File: config.mk
export PLATFORM = sky130hd
export DESIGN_NAME = smcf_front_end
export DESIGN_NICKNAME = d
export VERILOG_FILES = /design/src/shared/smcf_pkg.sv /design/src/smcf_front_end.sv
export SDC_FILE = /design/constraint.sdc
export NUM_CORES = 1
export LEC_CHECK = 0
export ABC_AREA = 1
export BUFFER_PORTS_ARGS = -buffer_cell sky130_fd_sc_hd__buf_2
export CORE_ASPECT_RATIO = 1.4
export CORE_MARGIN = 10
export CORE_UTILIZATION = 33
export DETAILED_ROUTE_END_ITERATION = 16
export GPL_ROUTABILITY_DRIVEN = 0
export PLACE_DENSITY = 0.56
export SLEW_MARGIN = 20
export SYNTH_ARGS = -nofsm -noshare
export SYNTH_HDL_FRONTEND = slang
export SYNTH_SLANG_ARGS = --single-unit
File: constraint.sdc
create_clock -name ref_clk_i -period 3.1 [get_ports ref_clk_i]
set_clock_uncertainty 0.05 [all_clocks]
set_input_delay 0.31 -clock ref_clk_i [delete_from_list [all_inputs] [get_ports ref_clk_i]]
set_output_delay 0.31 -clock ref_clk_i [all_outputs]
set_load 0.05 [all_outputs]
File: src/shared/smcf_pkg.sv
// smcf_pkg: constants, state codes and carrier types of the serial memory command front end.
// assumes: shared by the front end, its checker and its bench; no other dependencies.
package smcf_pkg;

    // ----------------------------------------------------------------
    // opcodes
    // ----------------------------------------------------------------
    localparam logic [7:0] SET_WRITE_LATCH_CMD = 8'h06;
    localparam logic [7:0] CLEAR_WRITE_LATCH_CMD = 8'h04;
    localparam logic [7:0] STATUS_READ_CMD = 8'h05;
    localparam logic [7:0] STATUS_WRITE_CMD = 8'h01;
    localparam logic [7:0] MEM_READ_CMD = 8'h03;
    localparam logic [7:0] MEM_WRITE_CMD = 8'h02;

    // ----------------------------------------------------------------
    // address and status layout
    // ----------------------------------------------------------------
    localparam int ADDR_W = 13;
    localparam int ADDR_HI_W = 5;
    localparam logic [7:0] STATUS_RESET = 8'h00;
    localparam logic [7:0] STATUS_CFG_MASK = 8'h8C;
    localparam int WRITE_LATCH_BIT = 1;
    localparam logic [2:0] BIT_LAST = 3'h7;
    localparam logic [ADDR_W-1:0] ADDR_ONE = 13'h0001;

    // ----------------------------------------------------------------
    // buffering
    // ----------------------------------------------------------------
    localparam int WFIFO_DEPTH = 8;

    // ----------------------------------------------------------------
    // command state, one-hot
    // ----------------------------------------------------------------
    typedef enum logic [6:0] {
        ST_OPCODE = 7'h01,
        ST_ADDR = 7'h02,
        ST_WDATA = 7'h04,
        ST_RDATA = 7'h08,
        ST_SREAD = 7'h10,
        ST_SWRITE = 7'h20,
        ST_IGNORE = 7'h40
    } smcf_cmd_state_type;

    // ----------------------------------------------------------------
    // carriers
    // ----------------------------------------------------------------
    typedef struct packed {
        logic [ADDR_W-1:0] addr;
        logic [7:0] data;
    } smcf_wr_type;

    typedef struct packed {
        logic cs_n;
        logic sck;
        logic si;
    } smcf_pins_type;

endpackage

File: src/smcf_front_end.sv
// smcf_front_end: serial slave front end of a byte memory, with its write fifo.
// assumes: the serial pins come from another domain and are synchronised here;
// the memory side runs on ref_clk_i and answers rd_data_i for rd_addr_o within 2 cycles.
//
// Operation
// - memory holds 8192 bytes, each chosen by a 13-bit address.
// - two address bytes accepted, top three bits thrown away.
// - serial input sampled on rising clock edges after select goes low.
// - serial output changes on falling clock edges.
// - clock level at select fall picks mode 0 or 3.
// - all bytes travel most significant bit first both ways.
// - first byte after select falls is the opcode, steering what follows.
// - one opcode per select; master reselects for each operation.
// - while deselected, input ignored and output released.
// - undefined opcode ignores all input until next select, output released.
// - decode set latch, clear latch and status read opcodes.
// - decode status write, memory read and memory write; others invalid.
// - write latch cleared by reset, refusing writes until set.
// - set latch command sets the write latch.
// - write latch shows in status; status write data cannot set it.
// - latch cleared at select rise ending clear, status write or write.
// - after clear latch, writes blocked and status reads show the latch bit as zero.
// - one 8-bit status register, configurable and readable.
// - device only answers; it never starts a transfer.
// - each write is finished before a new transaction can arrive; here bytes queue in the 8-deep write fifo and are lost when it is full.
// - write latch is status bit 1: one permits writes.

// ----------------------------------------------------------------
// write fifo
// ----------------------------------------------------------------
module smcf_fifo #(
    parameter int WIDTH = 21,
    parameter int DEPTH = 8
) (
    // clock and reset
    input wire logic clk_i,
    input wire logic reset_n_i,
    input wire logic clk_en_i,
    // filling side
    input wire logic in_valid_i,
    output logic in_ready_o,
    input wire logic [WIDTH-1:0] in_data_i,
    // draining side
    output logic out_valid_o,
    input wire logic out_ready_i,
    output logic [WIDTH-1:0] out_data_o
);
    // plain synchronous fifo; reset empties it
    // count is one bit wider than the pointers, so full and empty
    // are told apart without a spare slot; the pointers wrap by compare,
    // so the depth need not be a power of two
    localparam int AW = $clog2(DEPTH);
    localparam logic [AW:0] FULL_COUNT = (AW+1)'(DEPTH);
    localparam logic [AW-1:0] LAST_PTR = AW'(DEPTH - 1);

    // storage and pointers live in the one state record
    typedef struct packed {
        logic [DEPTH-1:0][WIDTH-1:0] mem;
        logic [AW-1:0] wr_ptr;
        logic [AW-1:0] rd_ptr;
        logic [AW:0] count;
    } smcf_fifo_state_type;

    smcf_fifo_state_type r;
    smcf_fifo_state_type next_r;
    logic push;
    logic pop;

    // honest full and empty flags
    assign in_ready_o = (r.count != FULL_COUNT);
    assign out_valid_o = (r.count != '0);
    assign out_data_o = r.mem[r.rd_ptr];
    assign push = in_valid_i & in_ready_o;
    assign pop = out_valid_o & out_ready_i;

    // pointer and storage update
    always_comb begin
        next_r = r;
        if (push) begin
            next_r.mem[r.wr_ptr] = in_data_i;
            next_r.wr_ptr = (r.wr_ptr == LAST_PTR) ? '0 : r.wr_ptr + 1'b1;
        end
        if (pop) begin
            next_r.rd_ptr = (r.rd_ptr == LAST_PTR) ? '0 : r.rd_ptr + 1'b1;
        end
        // a push and a pop in one cycle leave the count alone
        if (push & ~pop) begin
            next_r.count = r.count + 1'b1;
        end else if (pop & ~push) begin
            next_r.count = r.count - 1'b1;
        end
    end

    // state register
    // reset empties the fifo; stored words are don't care
    always_ff @(posedge clk_i or negedge reset_n_i) begin
        if (!reset_n_i) begin
            r <= '0;
        end else if (clk_en_i) begin
            r <= next_r;
        end
    end
endmodule

// ----------------------------------------------------------------
// serial command front end
// ----------------------------------------------------------------
module smcf_front_end
    import smcf_pkg::*;
(
    // clock and reset
    input wire logic ref_clk_i,
    input wire logic reset_n_i,
    input wire logic clk_en_i,
    // serial pins
    input wire logic cs_n_i,
    input wire logic sck_i,
    input wire logic si_i,
    output logic so_o,
    output logic so_oe_o,
    // memory write stream
    output logic wr_valid_o,
    input wire logic wr_ready_i,
    output smcf_wr_type wr_data_o,
    // memory read port
    output logic [ADDR_W-1:0] rd_addr_o,
    input wire logic [7:0] rd_data_i,
    // status
    output logic write_latch_flag_o,
    output logic [7:0] status_o,
    output logic overrun_o
);
    // state record:
    // meta, sync - two-flop synchronisers of the serial pins
    // cs_n_d, sck_d - delayed copies for edge finding
    // state, bit_cnt, shift_in - command phase and receive side of the byte
    // addr_lo, is_write, addr - address phase and running address
    // armed - mode 3 guard, set at select fall in mode 0, otherwise at the first clock fall
    // out_cnt, shift_out - transmit side of the current byte
    // so, so_oe - registered serial output and its enable
    // write_latch_flag, clr_pend - write latch and its clear waiting for select rise
    // cfg - writable status bits
    // push, wdat - one-cycle hand-off into the write fifo
    // overrun - sticky flag for a byte lost to a full fifo
    typedef struct packed {
        smcf_pins_type meta;
        smcf_pins_type sync;
        logic cs_n_d;
        logic sck_d;
        smcf_cmd_state_type state;
        logic [2:0] bit_cnt;
        logic [7:0] shift_in;
        logic addr_lo;
        logic is_write;
        logic [ADDR_W-1:0] addr;
        logic armed;
        logic [2:0] out_cnt;
        logic [7:0] shift_out;
        logic so;
        logic so_oe;
        logic write_latch_flag;
        logic clr_pend;
        logic [7:0] cfg;
        logic push;
        smcf_wr_type wdat;
        logic overrun;
    } smcf_state_type;

    smcf_state_type r;
    smcf_state_type next_r;
    logic fifo_in_ready;
    logic cs_fall;
    logic cs_rise;
    logic sck_rise;
    logic sck_fall;
    logic [7:0] rx_byte;
    logic [7:0] status_val;
    logic [7:0] out_word;

    // edge detection on the second synchroniser stage only
    // the first stage may be unsettled, so nothing else reads it;
    // reset values match the idle pins, so no false edge follows reset
    assign cs_fall = r.cs_n_d & ~r.sync.cs_n;
    assign cs_rise = ~r.cs_n_d & r.sync.cs_n;
    assign sck_rise = ~r.sck_d & r.sync.sck;
    assign sck_fall = r.sck_d & ~r.sync.sck;
    assign rx_byte = {r.shift_in[6:0], r.sync.si};
    // fixed bits read zero, latch sits at its own bit
    // bits outside the writable mask are never stored
    assign status_val = (r.cfg & STATUS_CFG_MASK) | (8'(r.write_latch_flag) << WRITE_LATCH_BIT);

    // next-state logic
    // select fall opens a frame, select high closes it, and in between
    // clock falls drive the output and clock rises sample the input.
    // a fall and a rise never meet in one ref clock, because each
    // serial clock level lasts at least three ref clocks
    always_comb begin
        next_r = r;
        out_word = 8'h00;
        next_r.push = 1'b0;
        next_r.meta = '{cs_n: cs_n_i, sck: sck_i, si: si_i};
        next_r.sync = r.meta;
        next_r.cs_n_d = r.sync.cs_n;
        next_r.sck_d = r.sync.sck;
        if (cs_fall) begin
            // new frame: clock level picks the mode
            // clock high here means mode 3: the first rise waits for a fall
            next_r.armed = ~r.sync.sck;
            next_r.state = ST_OPCODE;
            next_r.bit_cnt = '0;
            next_r.out_cnt = '0;
        end else if (r.sync.cs_n) begin
            // deselected: drop partial byte, release output
            next_r.state = ST_OPCODE;
            next_r.bit_cnt = '0;
            next_r.so_oe = 1'b0;
            next_r.so = 1'b0;
            // a pending clear lands only once the frame is closed, so the
            // latch stays readable until the master lets go of select
            if (cs_rise & r.clr_pend) begin
                next_r.write_latch_flag = 1'b0;
            end
            if (cs_rise) begin
                next_r.clr_pend = 1'b0;
            end
        end else begin
            if (sck_fall) begin
                // mode 3 waits for the clock to go low first
                next_r.armed = 1'b1;
                // first bit of each byte loads a fresh word: memory data or status
                // out_cnt wraps after eight falls, so a status read repeats its byte
                if ((r.state == ST_RDATA) || (r.state == ST_SREAD)) begin
                    out_word = (r.out_cnt == '0) ?
                        ((r.state == ST_RDATA) ? rd_data_i : status_val) : r.shift_out;
                    next_r.so = out_word[7];
                    next_r.shift_out = {out_word[6:0], 1'b0};
                    next_r.so_oe = 1'b1;
                    next_r.out_cnt = r.out_cnt + 1'b1;
                    // next address is set a full bit time before its byte is driven
                    if ((r.out_cnt == BIT_LAST) && (r.state == ST_RDATA)) begin
                        next_r.addr = r.addr + ADDR_ONE;
                    end
                end
            end
            // in mode 0 armed is set at select fall, so the very first rise counts
            if (sck_rise & r.armed) begin
                // sample input, most significant bit first
                next_r.shift_in = rx_byte;
                next_r.bit_cnt = r.bit_cnt + 1'b1;
                if (r.bit_cnt == BIT_LAST) begin
                    case (r.state)
                        ST_OPCODE: begin
                            case (rx_byte)
                                SET_WRITE_LATCH_CMD: begin
                                    next_r.write_latch_flag = 1'b1;
                                    next_r.state = ST_IGNORE;
                                end
                                CLEAR_WRITE_LATCH_CMD: begin
                                    next_r.clr_pend = 1'b1;
                                    next_r.state = ST_IGNORE;
                                end
                                STATUS_READ_CMD: begin
                                    next_r.state = ST_SREAD;
                                end
                                STATUS_WRITE_CMD: begin
                                    next_r.clr_pend = 1'b1;
                                    next_r.state = ST_SWRITE;
                                end
                                MEM_READ_CMD: begin
                                    next_r.is_write = 1'b0;
                                    next_r.addr_lo = 1'b0;
                                    next_r.state = ST_ADDR;
                                end
                                MEM_WRITE_CMD: begin
                                    next_r.is_write = 1'b1;
                                    next_r.addr_lo = 1'b0;
                                    next_r.clr_pend = 1'b1;
                                    next_r.state = ST_ADDR;
                                end
                                default: begin
                                    next_r.state = ST_IGNORE;
                                end
                            endcase
                        end
                        ST_ADDR: begin
                            if (!r.addr_lo) begin
                                // top three address bits discarded
                                // the read port sees a half-built address here,
                                // harmless as nothing is shifted out yet
                                next_r.addr[ADDR_W-1:8] = rx_byte[ADDR_HI_W-1:0];
                                next_r.addr_lo = 1'b1;
                            end else begin
                                next_r.addr[7:0] = rx_byte;
                                next_r.state = r.is_write ? ST_WDATA : ST_RDATA;
                            end
                        end
                        ST_WDATA: begin
                            // byte handed on at once, no busy time
                            if (r.write_latch_flag) begin
                                if (fifo_in_ready) begin
                                    next_r.push = 1'b1;
                                    next_r.wdat = '{addr: r.addr, data: rx_byte};
                                end else begin
                                    next_r.overrun = 1'b1;
                                end
                                // a lost byte still moves the address on, so
                                // the bytes after it land where the master meant
                                next_r.addr = r.addr + ADDR_ONE;
                            end
                        end
                        ST_SWRITE: begin
                            // latch bit is not writable here
                            if (r.write_latch_flag) begin
                                next_r.cfg = rx_byte & STATUS_CFG_MASK;
                            end
                            next_r.state = ST_IGNORE;
                        end
                        ST_RDATA, ST_SREAD, ST_IGNORE: begin
                            next_r.state = r.state;
                        end
                        default: begin
                            next_r.state = ST_IGNORE;
                        end
                    endcase
                end
            end
        end
    end

    // state register; reset leaves latch cleared
    // clock enable low holds every field, synchronisers included
    // synchroniser reset values match a deselected bus with the clock low
    always_ff @(posedge ref_clk_i or negedge reset_n_i) begin
        if (!reset_n_i) begin
            r <= '0;
            r.meta <= '{cs_n: 1'b1, sck: 1'b0, si: 1'b0};
            r.sync <= '{cs_n: 1'b1, sck: 1'b0, si: 1'b0};
            r.cs_n_d <= 1'b1;
            r.state <= ST_OPCODE;
            r.cfg <= STATUS_RESET;
            r.write_latch_flag <= 1'b0;
        end else if (clk_en_i) begin
            r <= next_r;
        end
    end

    // write stream buffer toward the memory
    // same clock and enable as the front end, so nothing crosses a domain
    smcf_fifo #(
        .WIDTH($bits(smcf_wr_type)),
        .DEPTH(WFIFO_DEPTH)
    ) u_wfifo (
        .clk_i(ref_clk_i),
        .reset_n_i(reset_n_i),
        .clk_en_i(clk_en_i),
        .in_valid_i(r.push),
        .in_ready_o(fifo_in_ready),
        .in_data_i(r.wdat),
        .out_valid_o(wr_valid_o),
        .out_ready_i(wr_ready_i),
        .out_data_o(wr_data_o)
    );

    // outputs from flip-flops, except status_o, decoded from cfg and the latch, and wr_valid_o and wr_data_o, decoded in the fifo
    // so_o rests at 0 and means nothing while so_oe_o is low
    assign so_o = r.so;
    assign so_oe_o = r.so_oe;
    assign rd_addr_o = r.addr;
    assign write_latch_flag_o = r.write_latch_flag;
    assign status_o = status_val;
    assign overrun_o = r.overrun;
endmodule

==> impl_metrics.env, run 1 <==
export IMPL_arrival_ns=2.47
export IMPL_port_buffers=57
export IMPL_nets=1617
export IMPL_grt_pass1_vias=10700
export IMPL_total_power_uw=10600
export IMPL_end_kind="output port"
export IMPL_track_usage_pct=14.8
export IMPL_yosys_top_cells_count="374 x nand2_1, 272 x o21ai_0, 255 x dfrtp_1"
export IMPL_grt_pass1_wl_mm=56.9
export IMPL_synth_area_per_cell_sq_um=8.09
export IMPL_grt_overflow=0
export IMPL_tns_ns=0
export IMPL_antenna_found_initial=0
export IMPL_hold_violations=0
export IMPL_syn2layout_area_growth_pct=12.4
export IMPL_die_h_um=252
export IMPL_num_rows=84
export IMPL_drtIter0Drc=736
export IMPL_routed_wirelength_mm=34.2
export IMPL_report_final_slew_viol_count=0
export IMPL_drive_above_1_share_pct=10.6
export IMPL_r2r_cells=11
export IMPL_ys_flop_type="dfrtp_1"
export IMPL_hold_path_depth=4
export IMPL_die_area_sq_mm=0.0467
export IMPL_synthArstFlopShare_pct=100
export IMPL_ys_types=47
export IMPL_worstPathMaxFanout=43
export IMPL_fp_coreArea_sq_mm=0.0377
export IMPL_synth_warnings=0
export IMPL_via_per_inst=5.05
export IMPL_synth_edf_count=0
export IMPL_powerDensity_mw_per_mm2=743
export IMPL_clock_path_buffers=3
export IMPL_syn_inst=1565
export IMPL_wl_per_cell_um=16.4
export IMPL_rsz0062_at_grt="false"
export IMPL_htreeDepth=1
export IMPL_clock_root_buffer="clkbuf_16"
export IMPL_vdd_drop_max_mv=0.406
export IMPL_setup_violations=0
export IMPL_antennaDiodeCount=0
export IMPL_hold_start="clk_en_i"
export IMPL_r2r_start="u_wfifo.r[1]"
export IMPL_slew_headroom_pct=47.6
export IMPL_ys_ff_latch=259
export IMPL_route_vias_total=10500
export IMPL_start_util_pct=33.6
export IMPL_dp_cells=2025
export IMPL_critPathKind="reg -> out"
export IMPL_status="complete, no violations"
export IMPL_numCtsBuffers=29
export IMPL_fmax_mhz=353
export IMPL_path_clk_slew_ns=0.05
export IMPL_dr_pass1_iters=5
export IMPL_synth_seq_area_share_pct=51.2
export IMPL_hold_path_class="in -> reg"
export IMPL_tritoncts="yes"
export IMPL_critPathLaunchType="flip-flop"
export IMPL_cap_violations=0
export IMPL_synth_most_common_cell="nand2_1"
export IMPL_cp_data_required_time_ns=2.74
export IMPL_synth_area_leaders="dfrtp_1 50%, nand2_1 11%, o21ai_0 11%, nor2_1 5.7%, inv_1 2.7%"
export IMPL_grt_max_degree=97
export IMPL_io_pins=62
export IMPL_clk_insertion_delay_late_ns=0.57
export IMPL_stdcell_count=2080
export IMPL_worst_pin_slew_ns=0.786
export IMPL_fin_crit_ns=2.83
export IMPL_hpwl_mm=22.4
export IMPL_synth_top_cell_area_share_pct=50.4
export IMPL_fin_area_sq_mm=0.0142
export IMPL_syn_cell_area_sq_mm=0.0127
export IMPL_antenna_left=0
export IMPL_finalCritPeriodShare_pct=91.4
export IMPL_p_leak_uw=0.00635
export IMPL_die_w_um=186
export IMPL_cts_sinks=259
export IMPL_drcViolationCount=0
export IMPL_dpl_cell_area_sq_mm=0.0133
export IMPL_cp_startpoint="u_wfifo.r[5]"
export IMPL_yosysTopAreaCell="dfrtp_1"
==> metrics by stage <==
stage	hold slack, ns	setup WS (ns)	utilization, %
global placement	0.364	0.726	35.2
finish	0.0741	0.266	37.7
global route	0.0791	0.0860	37.7
floorplan	-0.0356	0.679	-
detailed placement	0.365	0.693	35.2
CTS	0.0398	0.254	37.7
==> cell usage in the layout, fill, tap and decap left out, types with 4 or more instances in the layout <==
cell             n
o21ai_0        272
xor2_1           7
clkbuf_1        11
buf_12           5
nor2_1         193
nand4_1         13
nor2_4           5
dfstp_2          4
o22ai_1         24
a31oi_1         23
nor3_1           4
dlygate4sd3_1    5
buf_2           56
buf_4           20
o21ai_2          9
a21oi_1         17
o21ai_1         57
ha_1            13
clkbuf_16       29
nand2_1        374
inv_1           91
clkbuf_8         7
nor2_2           8
conb_1           4
nand3_1         52
o211ai_1         4
nand2_2          5
dfrtp_1        254
nand4_2          5
==> kinds of logic after synthesis <==
kind of cell | share of synthesized area [%]
DFF | 51.2
AOI/OAI and AO/OA | 17.5
adders and majority gates | 1.44
buffers and inverters | 7.05
and+or+nand+nor | 22.3
xor gates and xnor gates | 0.553
other | 0.0296
==> final cells by class <==
type	count	area, sq um
Inverter	98	370
Fill cell	3911	23500
Clock inverter	3	30.0
Tap cell	473	592
Clock buffer	47	863
Sequential cell	259	6490
Timing Repair Buffer	87	596
Multi-Input combinational cell	1113	5300
==> worst paths after layout <==
kind,to,slack (ns)
max in group asynchronous,r[21],1.74
hold reg to reg,next_r[83],0.42
setup / recovery,wr_data_o[9],0.27
hold / removal,next_r[84],0.07
min in group asynchronous,u_wfifo.r[11],0.32
setup reg to reg,u_wfifo.r[3],0.67
==> flip-flops by register name (all words and copies together) (netlist names) <==
register,flops
so_oe_o,1
u_wfifo.r,178
write_latch_flag_o,1
so_o,1
next_r,5
r,59
overrun_o,1
rd_addr_o,13
==> power by group <==
part           internal (uW)  switching, uW
registers               3530            189
logic                    954           2680
clock network           1890           1340
==> per-layer routing <==
metal	vias up	share of wire [%]	track usage [%]
met5	-	0	0
met4	0	1.8	3.86
met3	44	4.9	2.49
met2	233	49	25.7
met1	5045	44	18.4
li1	5189	-	-
==> critical path, cell delays in order, from the launching register on <==
cell and delay, ns:
dfrtp_1 0.34, buf_4 0.46, o21ai_0 0.17, o22ai_1 0.18, nor2_1 0.06, a31oi_1 0.34
buf_2 0.35
==> repair_timing <==
item,4_1_cts,5_1_grt
resized for setup,0,0
hold buffers,5,0
buffers inserted,0,0
hold endpoints to repair,95,0
Power figures use the tool's default switching activity.
==> run 2, diff against run 1 <==
- ABC_AREA: 1 -> unset
- clock period: 3.1 -> 3.5 ns (I/O delays scaled with it)
==> run 2 against run 1 <==
  * Count of clock-buffer cells in the layout decreased by 1
  * Die area increased by 0.50%
  * Non-clock buffer count is 3 lower
  * Flip-flop and latch count unchanged
  * Setup slack better by 0.25 ns
  * Critical path depth decreased by 2
==> impl_metrics.env, run 2 <==
export IMPL_status="complete, no violations"
export IMPL_antenna_left=0
export IMPL_powerDensity_mw_per_mm2=424
export IMPL_die_h_um=252
export IMPL_clock_root_buffer="clkbuf_16"
export IMPL_grt_pass1_wl_mm=49.9
export IMPL_nets=1026
export IMPL_hold_path_class="in -> reg"
export IMPL_via_per_inst=5.35
export IMPL_start_util_pct=33.3
export IMPL_cp_slowest_stage_delay_ns=0.61
export IMPL_drcViolationCount=0
export IMPL_ys_ff_latch=259
export IMPL_mostFrequentLayoutCells="253 x dfrtp_1, 227 x mux2_2, 56 x buf_2, 42 x mux4_2, 40 x nand2_1"
export IMPL_wl_per_cell_um=20.7
export IMPL_critPathLaunchType="flip-flop"
export IMPL_grt_max_degree=102
export IMPL_numCtsBuffers=27
export IMPL_ctsHoldBuffers=3
export IMPL_synth_seq_area_share_pct=50.9
export IMPL_htreeDepth=1
export IMPL_regMostFlops="u_wfifo.r"
export IMPL_synthArstFlopShare_pct=100
export IMPL_track_usage_pct=13.4
export IMPL_hold_violations=0
export IMPL_ys_types=78
export IMPL_slowest_stage="dfrtp_2"
export IMPL_antennaDiodeCount=0
export IMPL_crit_buf_inv=2
export IMPL_route_vias_total=7982
export IMPL_fp_coreArea_sq_mm=0.0383
export IMPL_syn2layout_area_growth_pct=12.4
export IMPL_crit_family="multiplexers"
export IMPL_hpwl_mm=20.5
export IMPL_arrival_ns=2.59
export IMPL_synth_area_leaders="dfrtp_1 50%, mux2_2 20%, mux4_2 7.4%, buf_4 1.4%, ha_1 1.3%"
export IMPL_multi_input_area_sq_mm=0.00582
export IMPL_synth_warnings=0
export IMPL_port_buffers=57
export IMPL_ctsResizeCount=0
export IMPL_stdcell_count=1493
export IMPL_post_cts_buffers=0
export IMPL_cts_sinks=259
export IMPL_end_kind="output port"
export IMPL_synth_most_common_cell="dfrtp_1"
export IMPL_dr_pass1_iters=4
export IMPL_report_final_slew_viol_count=0
export IMPL_rsz0062_at_grt="false"
export IMPL_clk_insertion_delay_late_ns=0.53
export IMPL_die_area_sq_mm=0.0470
export IMPL_grt_pass1_vias=8525
export IMPL_fin_crit_ns=2.99
export IMPL_antenna_found_initial=0
export IMPL_tritoncts="yes"
export IMPL_yosysTopAreaCell="dfrtp_1"
export IMPL_syn_cell_area_sq_mm=0.0127
export IMPL_vdd_drop_max_mv=0.410
export IMPL_clock_path_buffers=3
export IMPL_grt_overflow=0
export IMPL_io_pins=62
export IMPL_routed_wirelength_mm=30.9
export IMPL_critPathKind="reg -> out"
export IMPL_cp_data_required_time_ns=3.10
export IMPL_drtIter0Drc=498
export IMPL_yosys_top_cells_count="255 x dfrtp_1, 227 x mux2_2, 42 x mux4_2"
export IMPL_ys_flop_type="dfrtp_1"
export IMPL_drive_above_1_share_pct=40.8
export IMPL_dp_cells=1443
export IMPL_crit_chain="buf_12 > mux4_2 > mux2_2 > buf_2"
export IMPL_fmax_mhz=335
export IMPL_cap_violations=0
export IMPL_worstPathMaxFanout=34
export IMPL_setup_violations=0
export IMPL_synth_area_per_cell_sq_um=13.2
export IMPL_seq_area_sq_mm=0.00649
export IMPL_fill_cells=3663
export IMPL_final_common_cell="dfrtp_1"
export IMPL_die_w_um=186
export IMPL_finalCritPeriodShare_pct=85.3
export IMPL_r2r_setup_slack_ns=0.90
export IMPL_synth_edf_count=0
export IMPL_p_leak_uw=0.00670
export IMPL_num_rows=85
export IMPL_path_clk_slew_ns=0.06
export IMPL_largest_reg_flops=178
export IMPL_worst_pin_slew_ns=0.855
export IMPL_slew_headroom_pct=43.0
export IMPL_tns_ns=0
export IMPL_syn_inst=962
export IMPL_synth_top_cell_area_share_pct=50.1
[run 2: kinds of logic (layout without fill, tap and decap cells)]
kind of cell	after synthesis	count (layout)	share of synthesized area (%)
AOI/OAI and AO/OA	127	127	6.64
other	1	4	0.0294
and+or+nand+nor	181	181	8.27
buffers and inverters	91	141	3.70
muxes	277	277	28.2
xor gates and xnor gates	12	12	0.825
adders and majority gates	14	14	1.43
DFF	259	259	50.9
[run 2: per-layer routing]
metal	vias to the layer above	wire, um	global-route usage, %
li1	3634	-	-
met4	0	842	4.57
met3	62	1070	1.87
met1	4112	13000	16.3
met5	-	0	0
met2	174	16000	23.5
[run 2: layout make-up]
type	count	share of cell area [%]
Tap cell	478	4.18
Multi-Input combinational cell	615	40.6
Sequential cell	259	45.3
Timing Repair Buffer	84	3.88
Clock inverter	1	0.0349
Clock buffer	46	5.71
Inverter	10	0.262
[run 2: power by group]
group | internal [uW] | switching, uW | total [uW]
Combinational | 79.4 | 161 | 240
Clock | 1570 | 1130 | 2700
Sequential | 3030 | 98.3 | 3130
Total | 4680 | 1390 | 6070
[run 2: worst paths after layout]
kind / from / endpoint / cells past startpoint
setup / recovery: u_wfifo.r[4] / wr_data_o[16] / 4
hold / removal: cs_n_i / next_r[84] / 2
setup reg to reg: u_wfifo.r[0] / u_wfifo.r[3] / 11
hold reg to reg: r[37] / r[37] / 1
max in group asynchronous: reset_n_i / r[81] / 3
min in group asynchronous: reset_n_i / next_r[83] / 2
[run 2: through the flow]
stage | instance area (sq um) | setup slack (ns) | utilization (%) | hold slack, ns | total power, uW
5_1_grt | 14300 | 0.378 | 37.4 | 0.00250 | 6310
3_5_place_dp | 13500 | 0.870 | 35.2 | 0.425 | 3420
4_1_cts | 14300 | 0.421 | 37.4 | 0.00381 | 6160
3_3_place_gp | 13500 | 0.957 | 35.2 | 0.418 | 3420
6_report | 14300 | 0.514 | 37.4 | 0.0186 | 6070
2_1_floorplan | 12700 | 0.999 | - | 0.00441 | 3280
